[config.mk]
export PLATFORM = sky130hd
export DESIGN_NAME = prxec_top
export DESIGN_NICKNAME = d
export VERILOG_FILES = /design/src/rtl/prxec_pkg.sv /design/src/rtl/prxec_top.sv
export SDC_FILE = /design/constraint.sdc
export NUM_CORES = 1
export LEC_CHECK = 0
export BUFFER_PORTS_ARGS = -buffer_cell sky130_fd_sc_hd__buf_2
export CORE_MARGIN = 5
export CORE_UTILIZATION = 50
export DETAILED_ROUTE_END_ITERATION = 6
export PLACE_DENSITY_LB_ADDON = 0.08
export SLEW_MARGIN = 40
export SYNTH_ARGS = -nofsm -noshare
export SYNTH_HDL_FRONTEND = slang
export SYNTH_SLANG_ARGS = --single-unit
[constraint.sdc]
create_clock -name ref_clk -period 6 [get_ports ref_clk]
set_input_delay 0.3 -clock ref_clk [delete_from_list [all_inputs] [get_ports ref_clk]]
set_output_delay 0.3 -clock ref_clk [all_outputs]
set_load 0.03 [all_outputs]
[src/rtl/prxec_pkg.sv]
// Package of constants and types for the receive error code and bypass config block
package prxec_pkg;
    // Register addresses on the management port
    localparam logic [4:0] PRXEC_PCS_CFG_ADDR   = 5'h16;
    localparam logic [4:0] PRXEC_LB_BYP_ADDR    = 5'h17;
    localparam logic [4:0] PRXEC_IRQ_STAT_ADDR  = 5'h1a;
    localparam logic [4:0] PRXEC_IRQ_MASK_ADDR  = 5'h1b;

    // Field positions in the pcs configuration and status register
    localparam int PRXEC_PKT_SEL_BIT    = 0;
    localparam int PRXEC_LINK_SEL_BIT   = 1;
    localparam int PRXEC_PME_SEL_BIT    = 2;
    localparam int PRXEC_CODE_SEL_BIT   = 3;
    localparam int PRXEC_UNSTABLE_BIT   = 4;
    localparam int PRXEC_MON_DIS_BIT    = 5;

    // Field positions in the loopback and bypass register
    localparam int PRXEC_NIB_BYP_BIT    = 13;
    localparam int PRXEC_STRETCH_BYP_BIT = 14;
    localparam int PRXEC_LB_RSVD_BIT    = 15;

    // Interrupt status and mask bit positions
    localparam int PRXEC_IRQ_CODE_BIT   = 0;
    localparam int PRXEC_IRQ_PME_BIT    = 1;
    localparam int PRXEC_IRQ_LINK_BIT   = 2;
    localparam int PRXEC_IRQ_PKT_BIT    = 3;
    localparam int PRXEC_IRQ_UNST_BIT   = 4;

    // Reset values
    localparam logic [3:0] PRXEC_SEL_RST         = 4'h0;
    localparam logic       PRXEC_STRETCH_BYP_RST = 1'b0;
    localparam logic [4:0] PRXEC_IRQ_RST         = 5'h00;
    localparam logic [15:0] PRXEC_RDATA_RST      = 16'h0000;

    // Substitute nibbles on receive errors
    localparam logic [3:0] PRXEC_NIB_CODE_ALT = 4'h5;
    localparam logic [3:0] PRXEC_NIB_PME_ALT  = 4'h4;
    localparam logic [3:0] PRXEC_NIB_ERR_DEF  = 4'h6;
    localparam logic [3:0] PRXEC_NIB_LINK     = 4'h3;
    localparam logic [3:0] PRXEC_NIB_PKT      = 4'h2;

    // Control code groups of the 5B stream
    localparam logic [4:0] PRXEC_SYM_IDLE = 5'h1f;
    localparam logic [4:0] PRXEC_SYM_J    = 5'h18;
    localparam logic [4:0] PRXEC_SYM_K    = 5'h11;
    localparam logic [4:0] PRXEC_SYM_T    = 5'h0d;
    localparam logic [4:0] PRXEC_SYM_R    = 5'h07;

    // Indicator route modes that carry the link stability flag
    localparam logic [1:0] PRXEC_ROUTE_MODE_A = 2'b10;
    localparam logic [1:0] PRXEC_ROUTE_MODE_B = 2'b01;

    // Timing
    localparam int PRXEC_CLK_MHZ        = 100;
    localparam int PRXEC_PKT_TIMEOUT_US = 722;
    localparam int PRXEC_LED_STRETCH_MS = 25;

    // Receive framing states
    typedef enum logic [1:0] {
        PRXEC_FR_IDLE = 2'b00,
        PRXEC_FR_JSEEN = 2'b01,
        PRXEC_FR_DATA = 2'b10,
        PRXEC_FR_TSEEN = 2'b11
    } prxec_frame_type;

    // Receive side of the media independent interface
    typedef struct packed {
        logic       dv;
        logic       er;
        logic [3:0] rxd;
    } prxec_mii_rx_type;
endpackage : prxec_pkg

[src/rtl/prxec_top.sv]
// Receive error code selection, bypass and status register logic of the 100 Mb/s coding sublayer
//
// Decided for this implementation: the plain strobed port.
`timescale 1ns/10ps

// Notes on behaviour
// - Read-only unstable link flag at bit four
// - Route modes 10/01 put flag on LED
// - Code error: RX_ER with 5h or 6h
// - Premature end: RX_ER with 4h or 6h
// - Two idles before T/R is premature end
// - Link error select: 3h with RX_ER, else pass
// - Packet time-out select: 2h with RX_ER
// - Loopback bit 15 reserved, reads zero
// - Bit 14 bypasses LED pulse stretching
// - Bit 13 loads from symbol strap at reset
// - Bit 13 skips both 4B5B code conversions
// - Monitor disable resets to inverted repeater strap
module prxec_top
    import prxec_pkg::*;
#(
    parameter int unsigned PKT_TO_CYC      = PRXEC_PKT_TIMEOUT_US * PRXEC_CLK_MHZ,
    parameter int unsigned LED_STRETCH_CYC = PRXEC_LED_STRETCH_MS * 1000 * PRXEC_CLK_MHZ
) (
    input  wire logic             ref_clk,
    input  wire logic             srst,
    input  wire logic [4:0]       reg_addr,
    input  wire logic [15:0]      reg_wdata,
    input  wire logic             reg_wr,
    input  wire logic             reg_rd,
    output logic [15:0]           reg_rdata,
    output logic                  irq,
    input  wire logic             sym_mode_strap,
    input  wire logic             repeater_select_strap,
    input  wire logic [1:0]       indicator_route_mode,
    input  wire logic             rx_sym_valid,
    input  wire logic [4:0]       rx_sym,
    input  wire logic             link_fail,
    input  wire logic             unstable_link_detect,
    input  wire logic [4:0]       tx_in,
    output logic [4:0]            tx_sym_out,
    input  wire logic             tx_activity,
    input  wire logic             rx_activity,
    output logic                  transmit_indicator_output,
    output logic                  receive_indicator_output,
    output prxec_mii_rx_type      mii_rx
);

    // Decode a 5B group: bit 4 of the result marks a valid data group
    function automatic logic [4:0] prxec_dec(input logic [4:0] s);
        case (s)
            5'h1e: prxec_dec = 5'h10;
            5'h09: prxec_dec = 5'h11;
            5'h14: prxec_dec = 5'h12;
            5'h15: prxec_dec = 5'h13;
            5'h0a: prxec_dec = 5'h14;
            5'h0b: prxec_dec = 5'h15;
            5'h0e: prxec_dec = 5'h16;
            5'h0f: prxec_dec = 5'h17;
            5'h12: prxec_dec = 5'h18;
            5'h13: prxec_dec = 5'h19;
            5'h16: prxec_dec = 5'h1a;
            5'h17: prxec_dec = 5'h1b;
            5'h1a: prxec_dec = 5'h1c;
            5'h1b: prxec_dec = 5'h1d;
            5'h1c: prxec_dec = 5'h1e;
            5'h1d: prxec_dec = 5'h1f;
            default: prxec_dec = 5'h00;
        endcase
    endfunction : prxec_dec

    // Encode a nibble into its 5B data group
    function automatic logic [4:0] prxec_enc(input logic [3:0] n);
        logic [4:0] tbl [16];
        tbl = '{5'h1e, 5'h09, 5'h14, 5'h15, 5'h0a, 5'h0b, 5'h0e, 5'h0f,
                5'h12, 5'h13, 5'h16, 5'h17, 5'h1a, 5'h1b, 5'h1c, 5'h1d};
        prxec_enc = tbl[n];
    endfunction : prxec_enc

    // Register state
    logic [3:0]        sel_ff, nxt_sel;            // Error code select bits 3..0
    logic              mon_dis_ff, nxt_mon_dis;    // Integrity monitor disable
    logic              unstable_ff, nxt_unstable;  // Unstable link flag
    logic              stretch_byp_ff, nxt_stretch_byp;
    logic              nib_byp_ff, nxt_nib_byp;
    logic [4:0]        irq_stat_ff, nxt_irq_stat;
    logic [4:0]        irq_mask_ff, nxt_irq_mask;
    logic [15:0]       rdata_ff, nxt_rdata;
    logic              irq_ff, nxt_irq;
    logic              link_fail_ff, nxt_link_fail; // For rising edge of link failure

    // Receive path state
    prxec_frame_type   frame_ff, nxt_frame;
    logic              idle_prev_ff, nxt_idle_prev; // Last group in frame was idle
    logic [16:0]       to_cnt_ff, nxt_to_cnt;       // Packet time-out counter
    prxec_mii_rx_type  rx_ff, nxt_rx;
    logic [4:0]        tx_sym_ff, nxt_tx_sym;

    // Indicator state
    logic [21:0]       led_cnt_ff [2];
    logic [21:0]       nxt_led_cnt [2];
    logic [1:0]        led_ff, nxt_led;

    // Receive events for interrupt status
    logic              ev_code, ev_pme, ev_pkt;

    // Receive framing, error substitution and transmit encoding
    always_comb begin
        logic [4:0] dec;
        logic       to_hit;
        dec           = prxec_dec(rx_sym);
        to_hit        = (to_cnt_ff == 17'(PKT_TO_CYC));
        nxt_frame     = frame_ff;
        nxt_idle_prev = idle_prev_ff;
        nxt_to_cnt    = to_cnt_ff;
        nxt_rx        = '{dv: 1'b0, er: 1'b0, rxd: 4'h0};
        ev_code       = 1'b0;
        ev_pme        = 1'b0;
        ev_pkt        = 1'b0;
        // Transmit: idle when not enabled, raw 5 bits when bypassed
        if (nib_byp_ff) begin
            nxt_tx_sym = tx_in;
        end else if (tx_in[4]) begin
            nxt_tx_sym = prxec_enc(tx_in[3:0]);
        end else begin
            nxt_tx_sym = PRXEC_SYM_IDLE;
        end
        if (nib_byp_ff) begin
            // Symbol mode: decoder skipped, group goes out on rxd and er
            nxt_frame = PRXEC_FR_IDLE;
            if (rx_sym_valid) begin
                nxt_rx = '{dv: 1'b1, er: rx_sym[4], rxd: rx_sym[3:0]};
            end
        end else if (rx_sym_valid) begin
            case (frame_ff)
                PRXEC_FR_IDLE: begin
                    if (rx_sym == PRXEC_SYM_J) begin
                        nxt_frame = PRXEC_FR_JSEEN;
                    end
                end
                PRXEC_FR_JSEEN: begin
                    // Start delimiter needs K right after J
                    nxt_frame     = (rx_sym == PRXEC_SYM_K) ? PRXEC_FR_DATA : PRXEC_FR_IDLE;
                    nxt_idle_prev = 1'b0;
                    nxt_to_cnt    = '0;
                end
                default: begin
                    // Inside a frame, including after T
                    nxt_rx.dv = 1'b1;
                    if (!to_hit) begin
                        nxt_to_cnt = to_cnt_ff + 17'h00001;
                    end
                    nxt_idle_prev = (rx_sym == PRXEC_SYM_IDLE);
                    if (rx_sym == PRXEC_SYM_IDLE && idle_prev_ff) begin
                        // Two idles before the end delimiter
                        ev_pme        = 1'b1;
                        nxt_rx.er     = 1'b1;
                        nxt_rx.rxd    = sel_ff[PRXEC_PME_SEL_BIT] ? PRXEC_NIB_PME_ALT : PRXEC_NIB_ERR_DEF;
                        nxt_frame     = PRXEC_FR_IDLE;
                    end else if (rx_sym == PRXEC_SYM_IDLE) begin
                        // First idle: hold data low, wait for the next group
                        nxt_rx.rxd = 4'h0;
                    end else if (frame_ff == PRXEC_FR_TSEEN && rx_sym == PRXEC_SYM_R) begin
                        nxt_rx.dv = 1'b0;
                        nxt_frame = PRXEC_FR_IDLE;
                    end else if (rx_sym == PRXEC_SYM_T && frame_ff == PRXEC_FR_DATA) begin
                        nxt_rx.dv = 1'b0;
                        nxt_frame = PRXEC_FR_TSEEN;
                    end else if (dec[4] && frame_ff == PRXEC_FR_DATA) begin
                        nxt_rx.rxd = dec[3:0];
                    end else begin
                        // Invalid group, or T not followed by R
                        ev_code    = 1'b1;
                        nxt_rx.er  = 1'b1;
                        nxt_rx.rxd = sel_ff[PRXEC_CODE_SEL_BIT] ? PRXEC_NIB_CODE_ALT : PRXEC_NIB_ERR_DEF;
                        nxt_frame  = PRXEC_FR_DATA;
                    end
                    // Time-out takes over the nibble once reached, unless the group ends the frame, if the packet time-out select bit is set
                    if (to_hit && nxt_frame != PRXEC_FR_IDLE) begin
                        ev_pkt = 1'b1;
                        if (sel_ff[PRXEC_PKT_SEL_BIT]) begin
                            nxt_rx.er  = 1'b1;
                            nxt_rx.rxd = PRXEC_NIB_PKT;
                        end
                    end
                end
            endcase
        end
        // Link failure has the highest priority when reporting is enabled
        if (link_fail && sel_ff[PRXEC_LINK_SEL_BIT]) begin
            nxt_rx.er  = 1'b1;
            nxt_rx.rxd = PRXEC_NIB_LINK;
        end
    end

    // Receive path registers
    always_ff @(posedge ref_clk) begin
        if (srst) begin
            frame_ff     <= PRXEC_FR_IDLE;
            idle_prev_ff <= 1'b0;
            to_cnt_ff    <= '0;
            rx_ff        <= '0;
            tx_sym_ff    <= PRXEC_SYM_IDLE;
        end else begin
            frame_ff     <= nxt_frame;
            idle_prev_ff <= nxt_idle_prev;
            to_cnt_ff    <= nxt_to_cnt;
            rx_ff        <= nxt_rx;
            tx_sym_ff    <= nxt_tx_sym;
        end
    end

    // Indicator stretching and routing
    always_comb begin
        logic [1:0] ev;
        logic [1:0] shown;
        ev = {rx_activity, tx_activity};
        shown = 2'b00;
        for (int i = 0; i < 2; i++) begin
            // Reload on each event, count down to hold the indicator lit
            if (ev[i]) begin
                nxt_led_cnt[i] = 22'(LED_STRETCH_CYC);
            end else if (led_cnt_ff[i] != '0) begin
                nxt_led_cnt[i] = led_cnt_ff[i] - 22'h000001;
            end else begin
                nxt_led_cnt[i] = led_cnt_ff[i];
            end
            shown[i] = stretch_byp_ff ? ev[i] : (ev[i] | (led_cnt_ff[i] != '0));
        end
        nxt_led[1] = shown[1];
        if (indicator_route_mode == PRXEC_ROUTE_MODE_A || indicator_route_mode == PRXEC_ROUTE_MODE_B) begin
            nxt_led[0] = unstable_ff;
        end else begin
            nxt_led[0] = shown[0];
        end
    end

    // Indicator registers
    always_ff @(posedge ref_clk) begin
        if (srst) begin
            led_cnt_ff[0] <= '0;
            led_cnt_ff[1] <= '0;
            led_ff        <= 2'h0;
        end else begin
            led_cnt_ff    <= nxt_led_cnt;
            led_ff        <= nxt_led;
        end
    end

    // Register writes, reads, status and interrupt
    always_comb begin
        logic [4:0] ev;
        logic [4:0] clr;
        nxt_sel         = sel_ff;
        nxt_mon_dis     = mon_dis_ff;
        nxt_stretch_byp = stretch_byp_ff;
        nxt_nib_byp     = nib_byp_ff;
        nxt_irq_mask    = irq_mask_ff;
        nxt_link_fail   = link_fail;
        nxt_rdata       = 16'h0000;
        clr             = 5'h00;
        // Flag follows the monitor only while it is enabled
        nxt_unstable    = unstable_link_detect & ~mon_dis_ff;
        if (reg_wr) begin
            if (reg_addr == PRXEC_PCS_CFG_ADDR) begin
                nxt_sel     = reg_wdata[3:0];
                nxt_mon_dis = reg_wdata[PRXEC_MON_DIS_BIT];
            end else if (reg_addr == PRXEC_LB_BYP_ADDR) begin
                // Bit 15 has no storage, so writes to it vanish
                nxt_stretch_byp = reg_wdata[PRXEC_STRETCH_BYP_BIT];
                nxt_nib_byp     = reg_wdata[PRXEC_NIB_BYP_BIT];
            end else if (reg_addr == PRXEC_IRQ_STAT_ADDR) begin
                clr = reg_wdata[4:0];
            end else if (reg_addr == PRXEC_IRQ_MASK_ADDR) begin
                nxt_irq_mask = reg_wdata[4:0];
            end
        end
        if (reg_rd) begin
            if (reg_addr == PRXEC_PCS_CFG_ADDR) begin
                nxt_rdata[3:0]                = sel_ff;
                nxt_rdata[PRXEC_UNSTABLE_BIT] = unstable_ff;
                nxt_rdata[PRXEC_MON_DIS_BIT]  = mon_dis_ff;
            end else if (reg_addr == PRXEC_LB_BYP_ADDR) begin
                nxt_rdata[PRXEC_LB_RSVD_BIT]     = 1'b0;
                nxt_rdata[PRXEC_STRETCH_BYP_BIT] = stretch_byp_ff;
                nxt_rdata[PRXEC_NIB_BYP_BIT]     = nib_byp_ff;
            end else if (reg_addr == PRXEC_IRQ_STAT_ADDR) begin
                nxt_rdata[4:0] = irq_stat_ff;
            end else if (reg_addr == PRXEC_IRQ_MASK_ADDR) begin
                nxt_rdata[4:0] = irq_mask_ff;
            end
        end
        ev = 5'h00;
        ev[PRXEC_IRQ_CODE_BIT] = ev_code;
        ev[PRXEC_IRQ_PME_BIT]  = ev_pme;
        ev[PRXEC_IRQ_LINK_BIT] = link_fail & ~link_fail_ff;
        ev[PRXEC_IRQ_PKT_BIT]  = ev_pkt;
        ev[PRXEC_IRQ_UNST_BIT] = nxt_unstable & ~unstable_ff;
        // A new event beats a clear in the same cycle
        nxt_irq_stat = (irq_stat_ff & ~clr) | ev;
        nxt_irq      = |(nxt_irq_stat & nxt_irq_mask);
    end

    // Register bank storage; straps are caught while reset is held
    always_ff @(posedge ref_clk) begin
        if (srst) begin
            sel_ff         <= PRXEC_SEL_RST;
            mon_dis_ff     <= ~repeater_select_strap;
            unstable_ff    <= 1'b0;
            stretch_byp_ff <= PRXEC_STRETCH_BYP_RST;
            nib_byp_ff     <= sym_mode_strap;
            irq_stat_ff    <= PRXEC_IRQ_RST;
            irq_mask_ff    <= PRXEC_IRQ_RST;
            rdata_ff       <= PRXEC_RDATA_RST;
            irq_ff         <= 1'b0;
            link_fail_ff   <= 1'b0;
        end else begin
            sel_ff         <= nxt_sel;
            mon_dis_ff     <= nxt_mon_dis;
            unstable_ff    <= nxt_unstable;
            stretch_byp_ff <= nxt_stretch_byp;
            nib_byp_ff     <= nxt_nib_byp;
            irq_stat_ff    <= nxt_irq_stat;
            irq_mask_ff    <= nxt_irq_mask;
            rdata_ff       <= nxt_rdata;
            irq_ff         <= nxt_irq;
            link_fail_ff   <= nxt_link_fail;
        end
    end

    // Outputs straight from flip-flops
    assign reg_rdata                 = rdata_ff;
    assign irq                       = irq_ff;
    assign tx_sym_out                = tx_sym_ff;
    assign transmit_indicator_output = led_ff[0];
    assign receive_indicator_output  = led_ff[1];
    assign mii_rx                    = rx_ff;

endmodule : prxec_top
==> results of run 1 <==
## worst paths after layout
path | endpoint | slack, ns | cells after the start
worst min register to register | led_cnt_ff[37] | 0.47 | 2
worst max register to register | to_cnt_ff[13] | 3.64 | 5
worst min-delay path | led_ff[1] | 0.15 | 3
worst max-delay path | to_cnt_ff[13] | 3.64 | 5
## sequential cells by signal, indices dropped and copies added, names as in the netlist, 4 cells and up
name         flops
sel_ff           4
led_cnt_ff      44
mii_rx           6
tx_sym_out       5
to_cnt_ff       17
irq_stat_ff      5
irq_mask_ff      5
reg_rdata        8
## cell type report
type                            instances  area, um2  area share
Clock buffer                           11      152.6     0.02567
Clock inverter                          5      60.06     0.01010
Inverter                               32      120.1     0.02020
Multi-Input combinational cell        474       3028      0.5093
Sequential cell                       105       2122      0.3569
Tap cell                              140      175.2     0.02946
Timing Repair Buffer                   57      287.8     0.04840
## through the flow
stage	instances	area (um2)
finish	824	5946
global route	824	5946
CTS	824	5946
detailed placement	808	5733
global placement	808	5727
floorplan	649	5451
## critical path, cell delays in order, from the launching register on
cell,delay (ns)
edfxtp_1,0.59
nor2b_1,0.25
o21ai_0,0.26
a211o_1,0.47
or4_1,0.55
a21oi_1,0.15
## cell usage in the layout (no fill, tap or decap), drive strengths merged, types with 4 or more instances in the layout
master / netlist / layout
o2111ai: 4 / 4
clkbuf: 25 / 11
or4: 8 / 8
nor2b: 10 / 10
xor2: 14 / 14
or3: 13 / 13
or2: 4 / 4
o21ai: 28 / 28
nand4: 4 / 4
a311oi: 4 / 4
nand3: 26 / 26
nand4b: 5 / 5
buf: 13 / 57
o31ai: 13 / 13
mux2i: 11 / 11
xnor2: 16 / 16
dfxtp: 103 / 103
conb: 1 / 8
and3: 12 / 12
a31oi: 17 / 17
a22oi: 7 / 7
a21oi: 50 / 50
ha: 7 / 7
inv: 31 / 32
nor3: 16 / 16
a211oi: 5 / 5
nand2: 33 / 33
o211ai: 5 / 5
nand2b: 6 / 6
nor4: 12 / 12
nor2: 82 / 82
## power by group through the flow
stage | clock (mW) | combinational, mW | sequential, mW
2_1_floorplan | 0 | 0.195 | 0.776
3_3_place_gp | 0 | 0.247 | 0.772
3_5_place_dp | 0 | 0.253 | 0.774
4_1_cts | 0.483 | 0.254 | 0.758
5_1_grt | 0.508 | 0.282 | 0.763
6_report | 0.470 | 0.254 | 0.759
## kinds of logic (layout without fill, tap and decap cells)
| family | count (synthesis) | count (layout) |
|---|---|---|
| and+or+nand+nor | 255 | 255 |
| AOI/OAI and AO/OA | 160 | 160 |
| DFF | 105 | 105 |
| buffers and inverters | 70 | 105 |
| xor gates and xnor gates | 30 | 30 |
| muxes | 14 | 14 |
| adders and majority gates | 7 | 7 |
| other | 1 | 8 |
## metal layers
metal	track usage	wire length, um	up-vias
met4	0.07601	214	0
met1	0.2576	5813	2222
li1	-	-	2388
met5	0	0	-
met3	0.03330	622	17
met2	0.3212	5839	130
==> flow_summary_export.csv, run 1 <==
group,metric,value,unit
clock_tree,postCtsResizedCells,0,
global_routing,grt_pass1_vias,4580,
clock_tree,clk_path_buf_depth,2,
critical_path,crit_path_max_fanout,13,
die,initial_core_util,0.5049,
sta,final-hold-violation-count,0,
place,portBuffers,57,
critical_path,worstPathArrival,2.67,ns
synthesis,yosys.area.top_type_share,0.3801,
die,num_rows,38,
synthesis,syn-instance-count,642,
clock_tree,cts_max_level,3,
drt,vias,4757,
place,place_ws,3.678,ns
sta,fmax,424.4,MHz
status,status,"finished, final reports clean",
power,p_int,1.044,mW
synthesis,synth-compound-area-share,0.1972,
die,die_h,114.2,um
synthesis,synth_mux_area_frac,0.02652,
critical_path,cp-start-kind,"register",
global_routing,antenna_found_initial,0,
die,die_area,0.01303,mm2
synthesis,synthTopCellsByCount,"dfxtp_1, nor2_1, a21oi_1",
cells_and_area,antennaDiodeCount,0,
global_routing,grt_max_degree,48,
place,dp_hpwl,8.766,mm
synthesis,synth_edf_count,2,
drt,drt-vias-per-instance,5.773,
sta,fin_skew,0.01518,ns
global_routing,overflow,0,
place,place_congestion,0.8380,
critical_path,reg2reg_from,"nib_byp_ff",
clock_tree,cts_hold_buf,0,
sta,finalCritPeriodShare,0.3927,
sta,hold_ws,0.1491,ns
clock_tree,insertion_delay,0.39,ns
min_path,worstHoldPathType,"primary input to register",
synthesis,synth.most_common_cell,"dfxtp_1",
sta,tns,0,ns
synthesis,synth_simple_gate_area_frac,0.2636,
clock_tree,cts_tree,"done",
sta,setup_violations,0,
clock_tree,clkTransAtPathRegs,0.10,ns
cells_and_area,finalNetCount,730,
sta,slew_headroom,0.5508,
drt,drt_pass1_iterations,5,
die,coreArea,0.01075,mm2
synthesis,yosys_register_bits,105,
power,seq_power_share,0.512,
clock_tree,ctsRootBufferMaster,"clkbuf_8",
power,power_switching,0.4380,mW
synthesis,async_reset_ff_frac,0,
drt,drt_wl_total,12.49,mm
power,p_per_area,249.3,mW/mm2
die,dieWidth,114.2,um
critical_path,endpoint_kind,"register",
sta,fin_ws,3.644,ns
clock_tree,cts_buffers,9,
cells_and_area,areaGrowthSynthToFinish,9.594,%
sta,rsz0062_at_grt,"false",
synthesis,synth_xor_area_frac,0.04843,
global_routing,grt_pass1_wl,21.02,mm
drt,drt-wirelength-per-cell,15.16,um
critical_path,cp.required,6.31,ns
drt,drc,0,
power,p_comb_frac,0.171,
power,swShare,0.2955,
cells_and_area,final_core_util,0.5533,
sta,slew_violations,0,
sta,period_needed,2.356,ns
power,p_leak,2.211,nW
power,peakVddDrop,0.1206,mV
synthesis,ys_warn_count,0,
critical_path,setup.worst_path.start,"nib_byp_ff",
cells_and_area,fill_cells,1047,
die,ioPinCount,74,
power,p_total,1.482,mW
power,power_frac_clock,0.317,
synthesis,synth_area,0.005425,mm2
synthesis,synth_fa_ha_area_frac,0.01614,
clock_tree,cts_setup_buffers,0,
sta,worstMarginPinSlew,0.6736,ns
critical_path,worstSetupPathType,"register to register",
global_routing,grt_usage,0.1959,
flow_run,maxCapViolCount,0,
synthesis,synth_area_per_cell,8.450,um2
synthesis,yosysTopAreaCell,"dfxtp_1",
clock_tree,cts_sinks,105,
synthesis,ys_types,77,
cells_and_area,drive_above_1_share,0.1462,
min_path,hp-start,"rx_activity",
synthesis,synth_top_family_by_area,"simple AND/OR/NAND/NOR gates",
synthesis,synth_area_leaders,"dfxtp_1, nor2_1, a21oi_1",
synthesis,ys_seq_area_frac,0.3911,
drt,ant_nets,0,
drt,drt_iter0_drc,375,
synthesis,ys.flop_type,"dfxtp_1",
(Power assumes the default switching activity.)
==> inputs of run 2 (changes only) <==
- ABC_AREA: not set -> 1
- clock period: 6 -> 2.2 ns (I/O delays scaled with it)
==> flow_summary_export.csv, run 2 <==
group,metric,value,unit
min_path,worstHoldPathType,"primary input to register",
die,die_area,0.01374,mm2
power,p_per_area,650.2,mW/mm2
cells_and_area,antennaDiodeCount,0,
clock_tree,clkTransAtPathRegs,0.07,ns
sta,slew_violations,0,
die,die_h,117.2,um
global_routing,grt_max_degree,27,
synthesis,async_reset_ff_frac,0,
cells_and_area,drive_above_1_share,0.1091,
die,initial_core_util,0.5076,
synthesis,yosysTopAreaCell,"dfxtp_1",
clock_tree,cts_tree,"done",
critical_path,max_stage_delay,0.31,ns
place,placed_area,0.006116,mm2
drt,drt-wirelength-per-cell,12.83,um
place,portBuffers,57,
critical_path,worstSetupPathType,"register to register",
global_routing,grt_pass1_wl,22.89,mm
clock_tree,cts_hold_buf,5,
cells_and_area,final_core_util,0.5673,
die,dieWidth,117.2,um
sta,tns,0,ns
sta,fin_skew,0.006739,ns
sta,period_needed,2.025,ns
critical_path,crit_top_cell,"nor2_1",
synthesis,synth_area_leaders,"dfxtp_1, nand2_1, nor2_1",
power,peakVddDrop,0.4318,mV
status,status,"finished, final reports clean",
cells_and_area,largest-register,"led_cnt_ff",
cells_and_area,final_cell_mix,"nand2_1, nor2_1, inv_1, dfxtp_1, nand3_1",
sta,rsz0062_at_grt,"false",
synthesis,synth_edf_count,2,
cells_and_area,stdcell_area,0.006422,mm2
clock_tree,postCtsResizedCells,0,
drt,drc,0,
drt,drt_iter0_drc,326,
clock_tree,insertion_delay,0.34,ns
global_routing,overflow,0,
synthesis,yosys_register_bits,105,
clock_tree,cts_max_level,3,
sta,hold_ws,0.03417,ns
clock_tree,clk_path_buf_depth,2,
critical_path,path_cells,"inv_1, ha_1, nand2_2, nor2_4, nand2_1, nor2_1, nand2_1, nand4_1, nor2_1, nor2_1, nor2_1",
global_routing,antenna_found_initial,0,
drt,ant_nets,0,
synthesis,synthTopCellsByCount,"nand2_1, nor2_1, inv_1",
synthesis,ys_warn_count,0,
synthesis,synth_area_per_cell,6.598,um2
flow_run,maxCapViolCount,0,
place,place_ws,0.2197,ns
synthesis,ys_seq_area_frac,0.3693,
die,ioPinCount,74,
sta,fmax,493.9,MHz
drt,drt_pass1_iterations,5,
sta,fin_ws,0.1754,ns
synthesis,syn-instance-count,871,
clock_tree,cts_sinks,105,
critical_path,cp.required,2.42,ns
synthesis,ys.flop_type,"dfxtp_1",
global_routing,grt_pass1_vias,5119,
synthesis,synth_area,0.005747,mm2
cells_and_area,finalNetCount,981,
place,place_congestion,0.9098,
die,num_rows,39,
sta,finalCritPeriodShare,0.9203,
global_routing,grt_usage,0.2056,
clock_tree,cts_setup_buffers,0,
critical_path,crit_path_max_fanout,12,
synthesis,synth.most_common_cell,"nand2_1",
synthesis,ys_types,39,
drt,drt_wl_total,13.83,mm
die,coreArea,0.01132,mm2
clock_tree,ctsRootBufferMaster,"clkbuf_16",
critical_path,endpoint_kind,"register",
power,p_leak,2.843,nW
critical_path,worstPathArrival,2.24,ns
cells_and_area,largest_reg_flops,44,
place,dp_hpwl,10.29,mm
cells_and_area,final_common_cell,"nand2_1",
drt,vias,5611,
cells_and_area,areaGrowthSynthToFinish,11.76,%
critical_path,cp-start-kind,"register",
synthesis,yosys.area.top_type_share,0.3588,
sta,final-hold-violation-count,0,
clock_tree,cts_buffers,9,
sta,setup_violations,0,
drt,drt-vias-per-instance,5.205,
critical_path,crit_slowest_cell,"dfxtp_1",
run 2: cell type report:
type	count	area [um2]
sequential	105	2122
inverter	117	441.7
timing repair buffer	67	372.9
multi-input combinational	630	3050
tap	143	178.9
fill	1119	4898
clock buffer	12	236.5
clock inverter	4	20.02
run 2: cells by family (layout without fill, tap and decap cells):
kind of cell,Yosys count,count (layout),synth area share
and+or+nand+nor,466,466,0.3538
buffers and inverters,143,200,0.1045
AOI/OAI and AO/OA,126,126,0.1215
DFF,105,105,0.3693
xor gates and xnor gates,23,23,0.03505
adders and majority gates,7,7,0.01524
other,1,8,0.0006525
run 2: critical path: cells and delay by family (launching register included):
kind / cells / cell delay [ns]
fa+ha+maj: 1 / 0.26
flops: 1 / 0.31
simple gates: 9 / 1.15
buf+inv: 1 / 0.17
run 2: per-stage QoR:
stage / power (mW) / std cells
3_3_place_gp: 2.749 / 1057
5_1_grt: 4.410 / 1078
4_1_cts: 4.227 / 1078
2_1_floorplan: 2.596 / 878
6_report: 4.176 / 1078
3_5_place_dp: 2.762 / 1057
run 2: final timing paths:
kind	cells after the start	slack, ns	end	from
setup / recovery	11	0.18	led_cnt_ff[11]	led_cnt_ff[0]
hold / removal	3	0.03	reg_rdata[5]	reg_rd
setup reg to reg	11	0.18	led_cnt_ff[11]	led_cnt_ff[0]
hold reg to reg	2	0.48	sel_ff[3]	sel_ff[3]
run 2: routing by layer:
layer,global-route usage,up-vias,part of all wire
met2,0.3462,132,0.48
met3,0.02725,15,0.050
met4,0.07416,0,0.016
met1,0.2695,2550,0.45
met5,0,-,0
li1,-,2914,-
run 2: power by group:
group	switching [mW]	leakage [nW]	internal, mW
Clock	0.681	0.130	0.762
Sequential	0.0590	0.861	1.99
Combinational	0.457	1.85	0.231
Total	1.20	2.84	2.98
==> inputs of run 3 (changes only) <==
- ABC_AREA: 1 -> not set
- CORE_UTILIZATION: 50 -> 35
==> flow_summary_export.csv, run 3 (synthesis results as in run 1) <==
group,metric,value,unit
cells_and_area,final_core_util,0.4162,
global_routing,busiest_layer,"met2",
die,num_rows,45,
sta,slew_headroom,0.6478,
critical_path,endpoint_kind,"register",
power,p_int,3.279,mW
clock_tree,cts_sinks,105,
cells_and_area,fill_cells,1551,
global_routing,grt_pass1_wl,22.60,mm
cells_and_area,largest-register,"led_cnt_ff",
flow_run,maxCapViolCount,0,
sta,finalCritPeriodShare,0.9520,
power,p_comb_frac,0.165,
critical_path,worstSetupPathType,"register to register",
sta,rsz0062_at_grt,"false",
drt,vias,4784,
clock_tree,ctsRootBufferMaster,"clkbuf_16",
sta,tns,0,ns
drt,drc,0,
global_routing,antenna_found_initial,0,
global_routing,grtUsageMet1,0.2056,
clock_tree,cts_buffers,9,
sta,period_needed,2.094,ns
critical_path,cp.required,2.49,ns
place,portBuffers,57,
power,power_frac_clock,0.379,
place,placedCellCount,879,
cells_and_area,finalNetCount,757,
sta,fmax,477.4,MHz
power,peakVddDrop,0.3513,mV
global_routing,overflow,0,
sta,fin_skew,0.007067,ns
die,die_h,134.5,um
cells_and_area,largest_reg_flops,44,
sta,slew_violations,0,
die,dieWidth,134.5,um
drt,drt_pass1_iterations,4,
drt,drt_wl_total,13.33,mm
sta,setup_violations,0,
global_routing,grt_pass1_vias,4594,
sta,worstMarginPinSlew,0.5254,ns
power,seq_power_share,0.456,
power,p_per_area,713.8,mW/mm2
place,place_ws,0.09117,ns
clock_tree,clk_path_buf_depth,2,
sta,fin_ws,0.1055,ns
cells_and_area,areaGrowthSynthToFinish,16.63,%
drt,drt-wirelength-per-cell,14.83,um
critical_path,worstPathArrival,2.38,ns
power,p_leak,2.377,nW
place,place_congestion,0.8372,
die,initial_core_util,0.3569,
cells_and_area,drive_above_1_share,0.1730,
cells_and_area,final_cell_mix,"dfxtp_1, nor2_1, buf_2, a21oi_1, nand2_1",
drt,drt-vias-per-instance,5.321,
power,p_total,4.517,mW
min_path,worstHoldPathType,"primary input to register",
status,status,"finished, final reports clean",
power,power_switching,1.237,mW
sta,final-hold-violation-count,0,
cells_and_area,post_layout_nonfiller_instances,899,
die,ioPinCount,74,
power,swShare,0.2739,
global_routing,grt_max_degree,29,
global_routing,use_met2,0.2436,
global_routing,grt_usage,0.1517,
clock_tree,insertion_delay,0.35,ns
critical_path,crit_path_max_fanout,7,
clock_tree,clkTransAtPathRegs,0.07,ns
clock_tree,cts_tree,"done",
die,die_area,0.01809,mm2
place,dp_hpwl,9.778,mm
clock_tree,cts_max_level,3,
cells_and_area,antennaDiodeCount,0,
drt,ant_nets,0,
cells_and_area,final_common_cell,"dfxtp_1",
drt,drt_iter0_drc,232,
global_routing,grt_use_met3,0.03838,
critical_path,cp-start-kind,"register",
die,coreArea,0.01520,mm2
run 3: power groups by stage:
stage | sequential (mW) | combinational [mW] | clock [mW]
finish | 2.06 | 0.745 | 1.71
global route | 2.07 | 0.832 | 1.85
CTS | 2.06 | 0.750 | 1.77
detailed placement | 2.10 | 0.740 | 0
global placement | 2.10 | 0.736 | 0
floorplan | 2.12 | 0.531 | 0
run 3: final cells by class:
| type | count | area [um2] | share of cell area |
|---|---|---|---|
| timing repair buffer | 84 | 498.0 | 0.07870 |
| sequential | 105 | 2122 | 0.3354 |
| clock inverter | 5 | 80.08 | 0.01266 |
| inverter | 32 | 120.1 | 0.01898 |
| tap | 188 | 235.2 | 0.03718 |
| multi-input combinational | 474 | 3039 | 0.4803 |
| clock buffer | 11 | 232.7 | 0.03678 |
run 3: stage by stage:
| stage | instance area (um2) | hold WS (ns) |
|---|---|---|
| 3_3_place_gp | 5959 | 0.3420 |
| 5_1_grt | 6327 | 0.03940 |
| 4_1_cts | 6312 | 0.02523 |
| 3_5_place_dp | 5959 | 0.3523 |
| 6_report | 6327 | 0.02255 |
| 2_1_floorplan | 5451 | 0.2104 |
run 3: repair_timing:
action	4_1_cts	5_1_grt
buffers inserted	0	0
hold endpoints to repair	3	0
hold buffers	4	0
setup endpoints to repair	0	10
resized for setup	0	2
run 3: worst paths after layout:
kind                        from        endpoint  slack, ns  cells past startpoint
setup reg to reg    to_cnt_ff[1]   to_cnt_ff[13]       0.11                      7
hold reg to reg   led_cnt_ff[37]  led_cnt_ff[37]       0.47                      2
setup / recovery    to_cnt_ff[1]   to_cnt_ff[13]       0.11                      7
hold / removal     reg_wdata[14]  stretch_byp_ff       0.02                      3
run 3: routing by layer:
layer / vias up / wire (um) / share of wire
met4: 0 / 161 / 0.012
met2: 83 / 6279 / 0.47
met3: 14 / 532 / 0.040
li1: 2438 / - / -
met5: - / 0 / 0
met1: 2249 / 6356 / 0.48
run 3: worst max-delay path, stage by stage (launching register included):
cell,delay [ns]
dfxtp_1,0.38
inv_1,0.06
ha_1,0.17
nor4b_1,0.15
and4_1,0.24
a211o_4,0.38
or4_1,0.51
a21oi_1,0.15
